==> config.mk <==
export PLATFORM = sky130hd
export DESIGN_NAME = cse_top
export DESIGN_NICKNAME = d
export VERILOG_FILES = /design/src/hw/cse_pkg.sv /design/src/hw/cse_top.sv
export SDC_FILE = /design/constraint.sdc
export NUM_CORES = 2
export LEC_CHECK = 0
export BUFFER_PORTS_ARGS = -buffer_cell sky130_fd_sc_hd__buf_2
export CAP_MARGIN = 20
export CORE_MARGIN = 3
export CORE_UTILIZATION = 38
export DETAILED_ROUTE_END_ITERATION = 16
export SLEW_MARGIN = 25
export SYNTH_ARGS = -nofsm -noshare
export SYNTH_HDL_FRONTEND = slang
export SYNTH_SLANG_ARGS = --single-unit
==> constraint.sdc <==
create_clock -name ref_clk -period 9.1 [get_ports ref_clk]
set_input_delay 0 -clock ref_clk [delete_from_list [all_inputs] [get_ports ref_clk]]
set_output_delay 0 -clock ref_clk [all_outputs]
set_load 0.02 [all_outputs]
==> src/hw/cse_pkg.sv <==
// Package of constants and types for the channel status and error counter block
package cse_pkg;

	// Register byte offsets
	localparam logic [7:0] FLAGS_OFS = 8'h00;
	localparam logic [7:0] CTRL_OFS = 8'h04;
	localparam logic [7:0] CNT_BASE_OFS = 8'h40;

	// Counter indices
	localparam int CNT_NUM = 22;
	localparam logic [4:0] CI_REJECTS = 5'h00;
	localparam logic [4:0] CI_DATA_SEQ = 5'h01;
	localparam logic [4:0] CI_INB_SEQ = 5'h02;
	localparam logic [4:0] CI_CONN_SEQ = 5'h03;
	localparam logic [4:0] CI_IC_LOST_SRC = 5'h04;
	localparam logic [4:0] CI_TIMEO = 5'h05;
	localparam logic [4:0] CI_DROPPED = 5'h06;
	localparam logic [4:0] CI_SRC_PAR = 5'h07;
	localparam logic [4:0] CI_BAD_ULP = 5'h08;
	localparam logic [4:0] CI_LLRC = 5'h09;
	localparam logic [4:0] CI_DST_PAR = 5'h0a;
	localparam logic [4:0] CI_DST_SEQ = 5'h0b;
	localparam logic [4:0] CI_SYNC = 5'h0c;
	localparam logic [4:0] CI_ILL_BURST = 5'h0d;
	localparam logic [4:0] CI_IC_LOST_DST = 5'h0e;
	localparam logic [4:0] CI_NULL_CONN = 5'h0f;
	localparam logic [4:0] CI_LINK_ERR = 5'h10;
	localparam logic [4:0] CI_XCVR_RESET = 5'h11;

	// Flag bit positions
	localparam int FB_SRC_IC = 0;
	localparam int FB_DST_IC = 1;
	localparam int FB_LOOPBACK = 2;
	localparam int FB_ACCEPT = 4;
	localparam int FB_PKT_IN = 5;
	localparam int FB_REQ_IN = 6;
	localparam int FB_REQ_OUT = 8;
	localparam int FB_CONN_IN = 9;
	localparam int FB_LINK_OP = 16;
	localparam int FB_FLAG_SYNC = 17;
	localparam int FB_FRAME_SYNC = 18;
	localparam int FB_SIG_DET = 19;
	localparam int FB_HW_LSB = 28;

	// Hardware type codes
	localparam logic [3:0] HW_PARALLEL = 4'h0;
	localparam logic [3:0] HW_SERIAL = 4'h1;

	// Control register fields and reset value
	localparam int CB_ACCEPT = 0;
	localparam int CB_LOOPBACK = 1;
	localparam logic [31:0] CTRL_RST = 32'h0000_0000;

	// Link state value that means operational
	localparam logic [1:0] LINK_OPERATIONAL = 2'h2;

	// Timing: link indication absence limit and transceiver watchdog
	localparam int CLK_HZ = 125_000_000;
	localparam int ABSENT_MS = 500;
	localparam int ABSENT_CYC = CLK_HZ / 1000 * ABSENT_MS;
	localparam int XCVR_TIMEOUT_MS = 10;
	localparam int XCVR_TIMEOUT_CYC = CLK_HZ / 1000 * XCVR_TIMEOUT_MS;
	localparam int XCVR_RESET_CYC = 16;

	// Live signals from the channel, asynchronous to the board clock
	typedef struct packed {
		logic src_ic;
		logic dst_ic;
		logic dst_packet_in;
		logic dst_request_in;
		logic src_request_out;
		logic src_connect_in;
		logic frame_flag_synced;
		logic framing_bit_synced;
		logic fiber_signal_detected;
		logic xcvr_alive;
		logic [1:0] link_state;
	} cse_live_s;

	// One-cycle event strobes from the channel state machines
	typedef struct packed {
		logic src_reject;
		logic src_data_seq;
		logic src_inbound_seq;
		logic src_conn_seq;
		logic src_ic_lost;
		logic src_timeout;
		logic src_dropped;
		logic src_parity;
		logic dst_llrc;
		logic dst_parity;
		logic dst_seq;
		logic dst_sync;
		logic dst_ill_burst;
		logic dst_ic_lost;
		logic dst_null_conn;
		logic dst_pkt_end;
	} cse_evt_s;

	// Watchdog states; one bit changes per step except XW_WAIT back to XW_RUN
	typedef enum logic [1:0] {
		XW_RUN = 2'b00,
		XW_RESET = 2'b01,
		XW_WAIT = 2'b11
	} cse_xw_e;

endpackage : cse_pkg

==> src/hw/cse_top.sv <==
// Channel status flags and error counters with an AHB-Lite register slave
//
// Overview of operation
// - Flag 0x0001: source sees inbound interconnect
// - Flag 0x0002: destination sees inbound interconnect
// - Flag 0x0010: destination accepting connections
// - Mirror packet, request, request-out, connect flags
// - Flag 0x0004: loopback on serial variant
// - Flag 0x00010000 only in link state 2
// - Flag 0x00020000: alternating frame flag synced
// - Flag 0x00040000: framing overhead bit correct
// - Flag 0x00080000: fiber signal detected
// - Count rejects, timeouts, remote drops, source parity
// - Count source data machine sequence errors
// - Count inbound control ordering errors
// - Count connection machine internal sequence errors
// - Count interconnect loss before source termination
// - Discard and count packets with unbound protocol
// - Drop and count LLRC, parity, sequence errors
// - Count illegal bursts, null connections, sync errors
// - Count drops from interconnect loss
// - Count link indications absent over half second
// - Reset both transceivers when unresponsive; count
// - Hardware type in flags bits 31-28
//
// Chosen here: register access over AHB-Lite and the placing of the registers.
`timescale 1ns/1ps
`default_nettype none

module cse_top #(
	parameter bit SERIAL = 1'b1,
	parameter int ABSENT_LIMIT = cse_pkg::ABSENT_CYC,
	parameter int XCVR_LIMIT = cse_pkg::XCVR_TIMEOUT_CYC
)(
	input wire logic ref_clk,
	input wire logic rstn,
	input wire logic hsel,
	input wire logic [31:0] haddr,
	input wire logic [1:0] htrans,
	input wire logic hwrite,
	input wire logic [2:0] hsize,
	input wire logic [31:0] hwdata,
	input wire logic hready,
	output logic [31:0] hrdata,
	output logic hreadyout,
	output logic hresp,
	input wire cse_pkg::cse_live_s live,
	input wire cse_pkg::cse_evt_s evt,
	input wire logic [7:0] pkt_ulp_id,
	output logic dst_accepting,
	output logic loopback_en,
	output logic pkt_discard,
	output logic dst_conn_drop,
	output logic xcvr_reset
);
	import cse_pkg::*;

	// Three-stage synchronisers on live signals
	// The possibly metastable first stage is read only by the second
	cse_live_s sync1, sync2, sync3;
	cse_live_s live_q;
	always_ff @(posedge ref_clk)
	begin
		if (!rstn)
		begin
			sync1 <= '0;
			sync2 <= '0;
			sync3 <= '0;
		end
		else
		begin
			sync1 <= live;
			sync2 <= sync1;
			sync3 <= sync2;
		end
	end

	// Accept a new value once stages two and three agree
	// A bit still settling keeps its old value one more cycle
	always_ff @(posedge ref_clk)
	begin
		if (!rstn)
			live_q <= '0;
		else
		begin
			for (int i = 0; i < $bits(cse_live_s); i++)
				if (sync2[i] == sync3[i])
					live_q[i] <= sync3[i];
		end
	end

	// Control register and ULP ownership table
	// The table is cleared at reset, so every identifier starts unbound
	logic [31:0] ctrl;
	logic [255:0] ulp_bound;
	logic [31:0] flags;
	logic link_op;
	assign link_op = SERIAL && (live_q.link_state == LINK_OPERATIONAL);

	// Live flags word, rebuilt every cycle
	// Serial-only flags stay zero on the parallel variant
	always_comb
	begin
		flags = '0;
		flags[FB_SRC_IC] = live_q.src_ic;
		flags[FB_DST_IC] = live_q.dst_ic;
		flags[FB_ACCEPT] = ctrl[CB_ACCEPT];
		flags[FB_PKT_IN] = live_q.dst_packet_in;
		flags[FB_REQ_IN] = live_q.dst_request_in;
		flags[FB_REQ_OUT] = live_q.src_request_out;
		flags[FB_CONN_IN] = live_q.src_connect_in;
		if (SERIAL)
		begin
			flags[FB_LOOPBACK] = ctrl[CB_LOOPBACK];
			flags[FB_LINK_OP] = link_op;
			flags[FB_FLAG_SYNC] = live_q.frame_flag_synced;
			flags[FB_FRAME_SYNC] = live_q.framing_bit_synced;
			flags[FB_SIG_DET] = live_q.fiber_signal_detected;
		end
		flags[31:FB_HW_LSB] = SERIAL ? HW_SERIAL : HW_PARALLEL;
	end

	// Link health monitor: counts one event for each full limit period of continuous absence
	// Any one of the four indications missing makes the link unhealthy
	// The count restarts after each event, so a long outage counts repeatedly
	logic link_healthy;
	logic [31:0] absent_cnt;
	logic link_err_evt;
	assign link_healthy = link_op && live_q.frame_flag_synced && live_q.framing_bit_synced
		&& live_q.fiber_signal_detected;
	always_ff @(posedge ref_clk)
	begin
		if (!rstn || !SERIAL || link_healthy)
		begin
			absent_cnt <= '0;
			link_err_evt <= 1'b0;
		end
		else if (absent_cnt == 32'(ABSENT_LIMIT))
		begin
			absent_cnt <= '0;
			link_err_evt <= 1'b1;
		end
		else
		begin
			absent_cnt <= absent_cnt + 32'h0000_0001;
			link_err_evt <= 1'b0;
		end
	end

	// Transceiver watchdog: resets both chips when one stops answering
	// The true cause cannot be told apart, so bad cabling also ends up here
	cse_xw_e xw_state;
	logic [31:0] xw_cnt;
	logic xcvr_reset_evt;

	// Counter strobe for each firing, on the very condition that starts the reset
	always_ff @(posedge ref_clk)
	begin
		if (!rstn || !SERIAL)
			xcvr_reset_evt <= 1'b0;
		else
			xcvr_reset_evt <= (xw_state == XW_RUN) && !live_q.xcvr_alive
				&& (xw_cnt == 32'(XCVR_LIMIT));
	end

	// Watchdog state, idle count and the reset pulse to both chips
	always_ff @(posedge ref_clk)
	begin
		if (!rstn || !SERIAL)
		begin
			xw_state <= XW_RUN;
			xw_cnt <= '0;
			xcvr_reset <= 1'b0;
		end
		else
		begin
			case (xw_state)
				XW_RUN:
				begin
					if (live_q.xcvr_alive)
						xw_cnt <= '0;
					else if (xw_cnt == 32'(XCVR_LIMIT))
					begin
						xw_state <= XW_RESET;
						xw_cnt <= '0;
						xcvr_reset <= 1'b1;
					end
					else
						xw_cnt <= xw_cnt + 32'h0000_0001;
				end
				XW_RESET:
				begin
					if (xw_cnt == 32'(XCVR_RESET_CYC - 1))
					begin
						xw_state <= XW_WAIT;
						xw_cnt <= '0;
						xcvr_reset <= 1'b0;
					end
					else
						xw_cnt <= xw_cnt + 32'h0000_0001;
				end
				XW_WAIT:
				begin
					xw_state <= XW_RUN;
					xw_cnt <= '0;
				end
				default:
				begin
					xw_state <= XW_RUN;
					xw_cnt <= '0;
					xcvr_reset <= 1'b0;
				end
			endcase
		end
	end

	// Unknown protocol identifier at packet end: discard strobe
	// The receive path throws the packet away when it sees this strobe
	logic bad_ulp;
	assign bad_ulp = evt.dst_pkt_end && !ulp_bound[pkt_ulp_id];
	always_ff @(posedge ref_clk)
	begin
		if (!rstn)
			pkt_discard <= 1'b0;
		else
			pkt_discard <= bad_ulp;
	end

	// Connection drop strobe on any of the three receive error causes
	// Each cause is still counted on its own in the counter bank
	always_ff @(posedge ref_clk)
	begin
		if (!rstn)
			dst_conn_drop <= 1'b0;
		else
			dst_conn_drop <= evt.dst_llrc || evt.dst_parity || evt.dst_seq;
	end

	// Event vector feeding the counter bank
	// Each cause has a slot of its own; none is merged with another
	logic [CNT_NUM-1:0] cnt_inc;
	always_comb
	begin
		cnt_inc = '0;
		cnt_inc[CI_REJECTS] = evt.src_reject;
		cnt_inc[CI_TIMEO] = evt.src_timeout;
		cnt_inc[CI_DROPPED] = evt.src_dropped;
		cnt_inc[CI_SRC_PAR] = evt.src_parity;
		cnt_inc[CI_DATA_SEQ] = evt.src_data_seq;
		cnt_inc[CI_INB_SEQ] = evt.src_inbound_seq;
		cnt_inc[CI_CONN_SEQ] = evt.src_conn_seq;
		cnt_inc[CI_IC_LOST_SRC] = evt.src_ic_lost;
		cnt_inc[CI_BAD_ULP] = bad_ulp;
		cnt_inc[CI_LLRC] = evt.dst_llrc;
		cnt_inc[CI_DST_PAR] = evt.dst_parity;
		cnt_inc[CI_DST_SEQ] = evt.dst_seq;
		cnt_inc[CI_SYNC] = evt.dst_sync;
		cnt_inc[CI_ILL_BURST] = evt.dst_ill_burst;
		cnt_inc[CI_NULL_CONN] = evt.dst_null_conn;
		cnt_inc[CI_IC_LOST_DST] = evt.dst_ic_lost;
		cnt_inc[CI_LINK_ERR] = link_err_evt;
		cnt_inc[CI_XCVR_RESET] = xcvr_reset_evt;
	end

	// Counter bank, 32-bit wrapping
	// Software never clears them; readers take differences between two reads
	logic [31:0] cnt [CNT_NUM];
	always_ff @(posedge ref_clk)
	begin
		for (int i = 0; i < CNT_NUM; i++)
			if (!rstn)
				cnt[i] <= '0;
			else if (cnt_inc[i])
				cnt[i] <= cnt[i] + 32'h0000_0001;
	end

	// AHB-Lite address phase capture
	// Only whole-word writes are taken; a narrower one could tear a field
	logic dp_valid;
	logic dp_write;
	logic [7:0] dp_addr;
	logic acc_ok;
	assign acc_ok = hsel && hready && htrans[1];
	always_ff @(posedge ref_clk)
	begin
		if (!rstn)
		begin
			dp_valid <= 1'b0;
			dp_write <= 1'b0;
			dp_addr <= '0;
		end
		else
		begin
			dp_valid <= acc_ok;
			dp_write <= hwrite && (hsize == 3'h2);
			dp_addr <= acc_ok ? haddr[7:0] : dp_addr;
		end
	end

	// Control register write in the data phase; only accept and loopback exist
	// Unused bits read back as zero so software can probe the width
	always_ff @(posedge ref_clk)
	begin
		if (!rstn)
			ctrl <= CTRL_RST;
		else if (dp_valid && dp_write && dp_addr == CTRL_OFS)
			ctrl <= hwdata & 32'h0000_0003;
	end

	// Protocol ownership table write, one 32-bit slice per word
	// A cleared bit makes the receive path discard packets with that identifier
	always_ff @(posedge ref_clk)
	begin
		if (!rstn)
			ulp_bound <= '0;
		else if (dp_valid && dp_write && dp_addr[7:5] == 3'b001)
			ulp_bound[{dp_addr[4:2], 5'h00} +: 32] <= hwdata;
	end

	// Read mux for the address just taken
	// Decoded straight from the address phase so the answer needs no wait state
	// Only the low address byte is decoded, so the map repeats every 256 bytes
	logic [31:0] next_hrdata;
	logic [7:0] ra;
	logic [5:0] ci;
	always_comb
	begin
		ra = haddr[7:0];
		ci = 6'(ra[7:2] - CNT_BASE_OFS[7:2]);
		next_hrdata = '0;
		if (ra == FLAGS_OFS)
			next_hrdata = flags;
		else if (ra == CTRL_OFS)
			next_hrdata = ctrl;
		else if (ra[7:5] == 3'b001)
			next_hrdata = ulp_bound[{ra[4:2], 5'h00} +: 32];
		else if (ra >= CNT_BASE_OFS && ci < 6'(CNT_NUM))
			next_hrdata = cnt[ci[4:0]];
	end

	// Zero-wait response, always OKAY
	// Read data is registered, so it stands only in the data phase cycle
	always_ff @(posedge ref_clk)
	begin
		if (!rstn)
		begin
			hrdata <= '0;
			hreadyout <= 1'b1;
			hresp <= 1'b0;
		end
		else
		begin
			hrdata <= (acc_ok && !hwrite) ? next_hrdata : '0;
			hreadyout <= 1'b1;
			hresp <= 1'b0;
		end
	end

	// Control bits mirrored to the channel side from flops
	// A one-cycle lag behind the register is harmless for these slow levels
	always_ff @(posedge ref_clk)
	begin
		if (!rstn)
		begin
			dst_accepting <= 1'b0;
			loopback_en <= 1'b0;
		end
		else
		begin
			dst_accepting <= ctrl[CB_ACCEPT];
			loopback_en <= SERIAL && ctrl[CB_LOOPBACK];
		end
	end

endmodule : cse_top

`default_nettype wire

==> flow_metrics.py <==
metrics = {
    "timing": {
        "setup_ws_ps": 5738,
        "clock_skew_ps": 61.61,
        "relSlewSlack_pct": 35.51,
        "slew_violations": 0,
        "fin_crit_sh_pct": 36.95,
        "tightest_slew_ps": 957.3,
        "hold_viol_final": 0,
        "finalCriticalPeriod_ps": 3362,
        "fmax_mhz": 297.4,
        "rsz0062_at_grt": "no",
        "finalSetupViolCount": 0,
        "fin_setup_tns_ps": 0,
    },
    "synthesis": {
        "synth_flop_cell": "edfxtp_1",
        "netlist_top_cells_area": "edfxtp_1 (32%), dfxtp_1 (16%), mux4_2 (12%)",
        "ys_seq_area_share_pct": 48.19,
        "synth.distinct_cells": 72,
        "syn_area_um2": 53380,
        "avgSynthCellArea_um2": 10.28,
        "synth_edf_count": 576,
        "synth_commonest_cells": "nand2_1 (784), nor2_1 (660), edfxtp_1 (576)",
        "synth_seq_cells": 997,
        "yosysTopAreaCellShare_pct": 32.40,
        "syn_inst": 5195,
        "synth_warnings": 0,
        "synthesis.nets": 5333,
        "async_flop_share_pct": 0,
        "post-synth-top-count-cell": "nand2_1",
        "yosysTopAreaCell": "edfxtp_1",
    },
    "setup_path": {
        "required_ps": 9450,
        "critPathLaunch": "ulp_bound[104]",
        "path_class": "reg -> reg",
        "crit_family": "multiplexers",
        "crit_path_max_incr_delay_ps": 580,
        "cp_max_fo": 32,
        "startpoint_type": "flop",
        "cp_num_buf_inv": 1,
        "end_kind": "flop",
        "r2r_slack_ps": 5740,
        "r2r-start": "ulp_bound[104]",
        "r2r_end": "cnt[8][31]",
        "rr_worst_depth": 8,
        "crit_arrival_ps": 3710,
        "critPathSlowestCell": "mux4_1",
        "path_cells": "mux4_1, mux4_2, nor2_1, a21oi_1, a31oi_2, o211a_1, nand2b_1, buf_4",
    },
    "routing": {
        "viasPerCell": 5.586,
        "drt-total-wl_um": 153600,
        "firstDrtPassIters": 5,
        "drc": 0,
        "ant_nets": 0,
        "drt-initial-drc-count": 3932,
        "via_count": 40540,
        "wl_per_cell_um": 21.17,
    },
    "clocking": {
        "cts_tree": "built",
        "htree_num_levels": 3,
        "clk_pin_slew_worst_paths_ps": 60,
        "cts_buffer_depth": 3,
        "clock_latency_ps": 760,
        "cts_root_buf": "clkbuf_16",
        "postCtsSetupBuffers": 0,
        "cts-buffers-inserted": 113,
        "clkSinkCount": 997,
    },
    "hold_path": {
        "hp-class": "in -> reg",
        "min_from": "hsize[0]",
        "min_path_cells": 4,
        "hold_end": "dp_write",
    },
    "die": {
        "die_area_um2": 145000,
        "fp-row-count": 136,
        "initial_utilization_pct": 38.54,
        "die_h_um": 380.8,
        "ios": 149,
        "coreArea_um2": 138500,
        "dieWidth_um": 380.8,
    },
    "global_route": {
        "grt_start_max_net_pins": 119,
        "gr-total-overflow": 0,
        "antenna_found_initial": 12,
        "grtUsageTotal_pct": 20.70,
        "grt_pass1_wl_um": 234800,
        "grt_pass1_vias": 38890,
    },
    "place": {
        "dp_hpwl_um": 107800,
        "portBuffers": 121,
        "pre_cts_slack_ps": 5255,
        "place_congestion": 0.8800,
    },
    "power_and_ir_drop": {
        "power_density_nw_per_um2": 177.9,
        "ir_drop_mv": 0.1748,
        "cellLeakagePower_nw": 20.24,
    },
    "cells_and_area": {
        "syn_to_final_growth_pct": 13.29,
        "fin_nets": 5427,
        "finish.utilization_pct": 43.66,
        "drive_above_1_share_pct": 13.35,
    },
    "flow_run": {
        "drv_cap": 0,
    },
    "outcome": {
        "status": "finished, final reports clean",
    },
}
metal layers:
layer | wire (um) | share of wire (%) | GRT usage, % | up-vias
met2 | 71950 | 47 | 33.55 | 1491
met3 | 11260 | 7.3 | 3.954 | 316
met5 | 26 | 0.017 | 0 | -
met1 | 62960 | 41 | 27.02 | 19920
met4 | 7449 | 4.8 | 9.065 | 4
li1 | - | - | - | 18810
cell usage in the layout, fill, tap and decap left out, types with 119 or more instances in the layout:
| master | n |
|---|---|
| nand2_1 | 766 |
| nor2_1 | 659 |
| edfxtp_1 | 576 |
| dfxtp_1 | 421 |
| a21oi_1 | 395 |
| xor2_1 | 333 |
| mux4_2 | 284 |
| nand3_1 | 260 |
| xnor2_1 | 183 |
| o21ai_0 | 124 |
| and3_1 | 119 |
metrics by stage:
stage	hold WS (ps)	std cells	instance area [um2]	total power [W]
finish	85.47	7257	60480	0.01076
global route	80.91	7252	60470	0.01112
CTS	26.16	7246	60400	0.01085
detailed placement	188.9	6938	55580	0.006077
global placement	189.5	6938	55550	0.006059
floorplan	72.38	5195	53380	0.005755
tightest hold or removal path, stage by stage:
cell	delay (ps)
buf_2	70
nand4b_1	100
nor2_1	50
dlygate4sd3_1	550
repair_timing:
item	CTS	global route
hold endpoints to repair	704	0
hold buffers	98	0
resized for setup	0	0
area by class of cell:
cell class | instances | area, um2
clock inverter | 61 | 704.4
tap | 1863 | 2331
sequential | 997 | 25720
fill | 13060 | 78030
multi-input combinational | 3830 | 26190
antenna | 10 | 25.02
inverter | 64 | 247.7
timing repair buffer | 283 | 2132
clock buffer | 149 | 3127
flip-flops by register name, summed over array words and instances (netlist names), 2 cells and up:
signal / count
live_q: 3
sync2: 12
sync1: 12
dp_addr: 8
sync3: 12
absent_cnt: 32
xw_state: 2
cnt: 576
ctrl: 2
ulp_bound: 256
flags: 9
xw_cnt: 32
hrdata: 32
power by group:
part / total [W] / switching (W) / leakage [nW] / internal [W]
sequential: 0.00519 / 0.000224 / 9.67 / 0.00496
clock: 0.00473 / 0.00196 / 1.87 / 0.00277
combinational: 0.000843 / 0.000501 / 8.70 / 0.000342
total: 0.0108 / 0.00269 / 20.2 / 0.00807
how the worst max path moves through the flow:
stage                     cells after the start       endpoint
after detailed placement                     10     cnt[8][31]
final                                         8     cnt[8][31]
after floorplan                               8      cnt[8][0]
after CTS                                     8     cnt[8][31]
after global routing                          9  ulp_bound[81]
after global placement                       10     cnt[8][31]
kinds of logic (layout without fill, tap and decap cells):
logic type,Yosys count,count (layout),share of synthesized area [%]
simple gates,2333,2333,20.19
flops,997,997,48.19
compound gates,574,574,5.707
xor+xnor,516,516,8.466
mux,377,377,13.85
buf+inv,368,557,2.930
fa+ha+maj,28,28,0.6563
other cells,2,12,0.01407
Note: power is estimated with default switching activity, not from simulation.
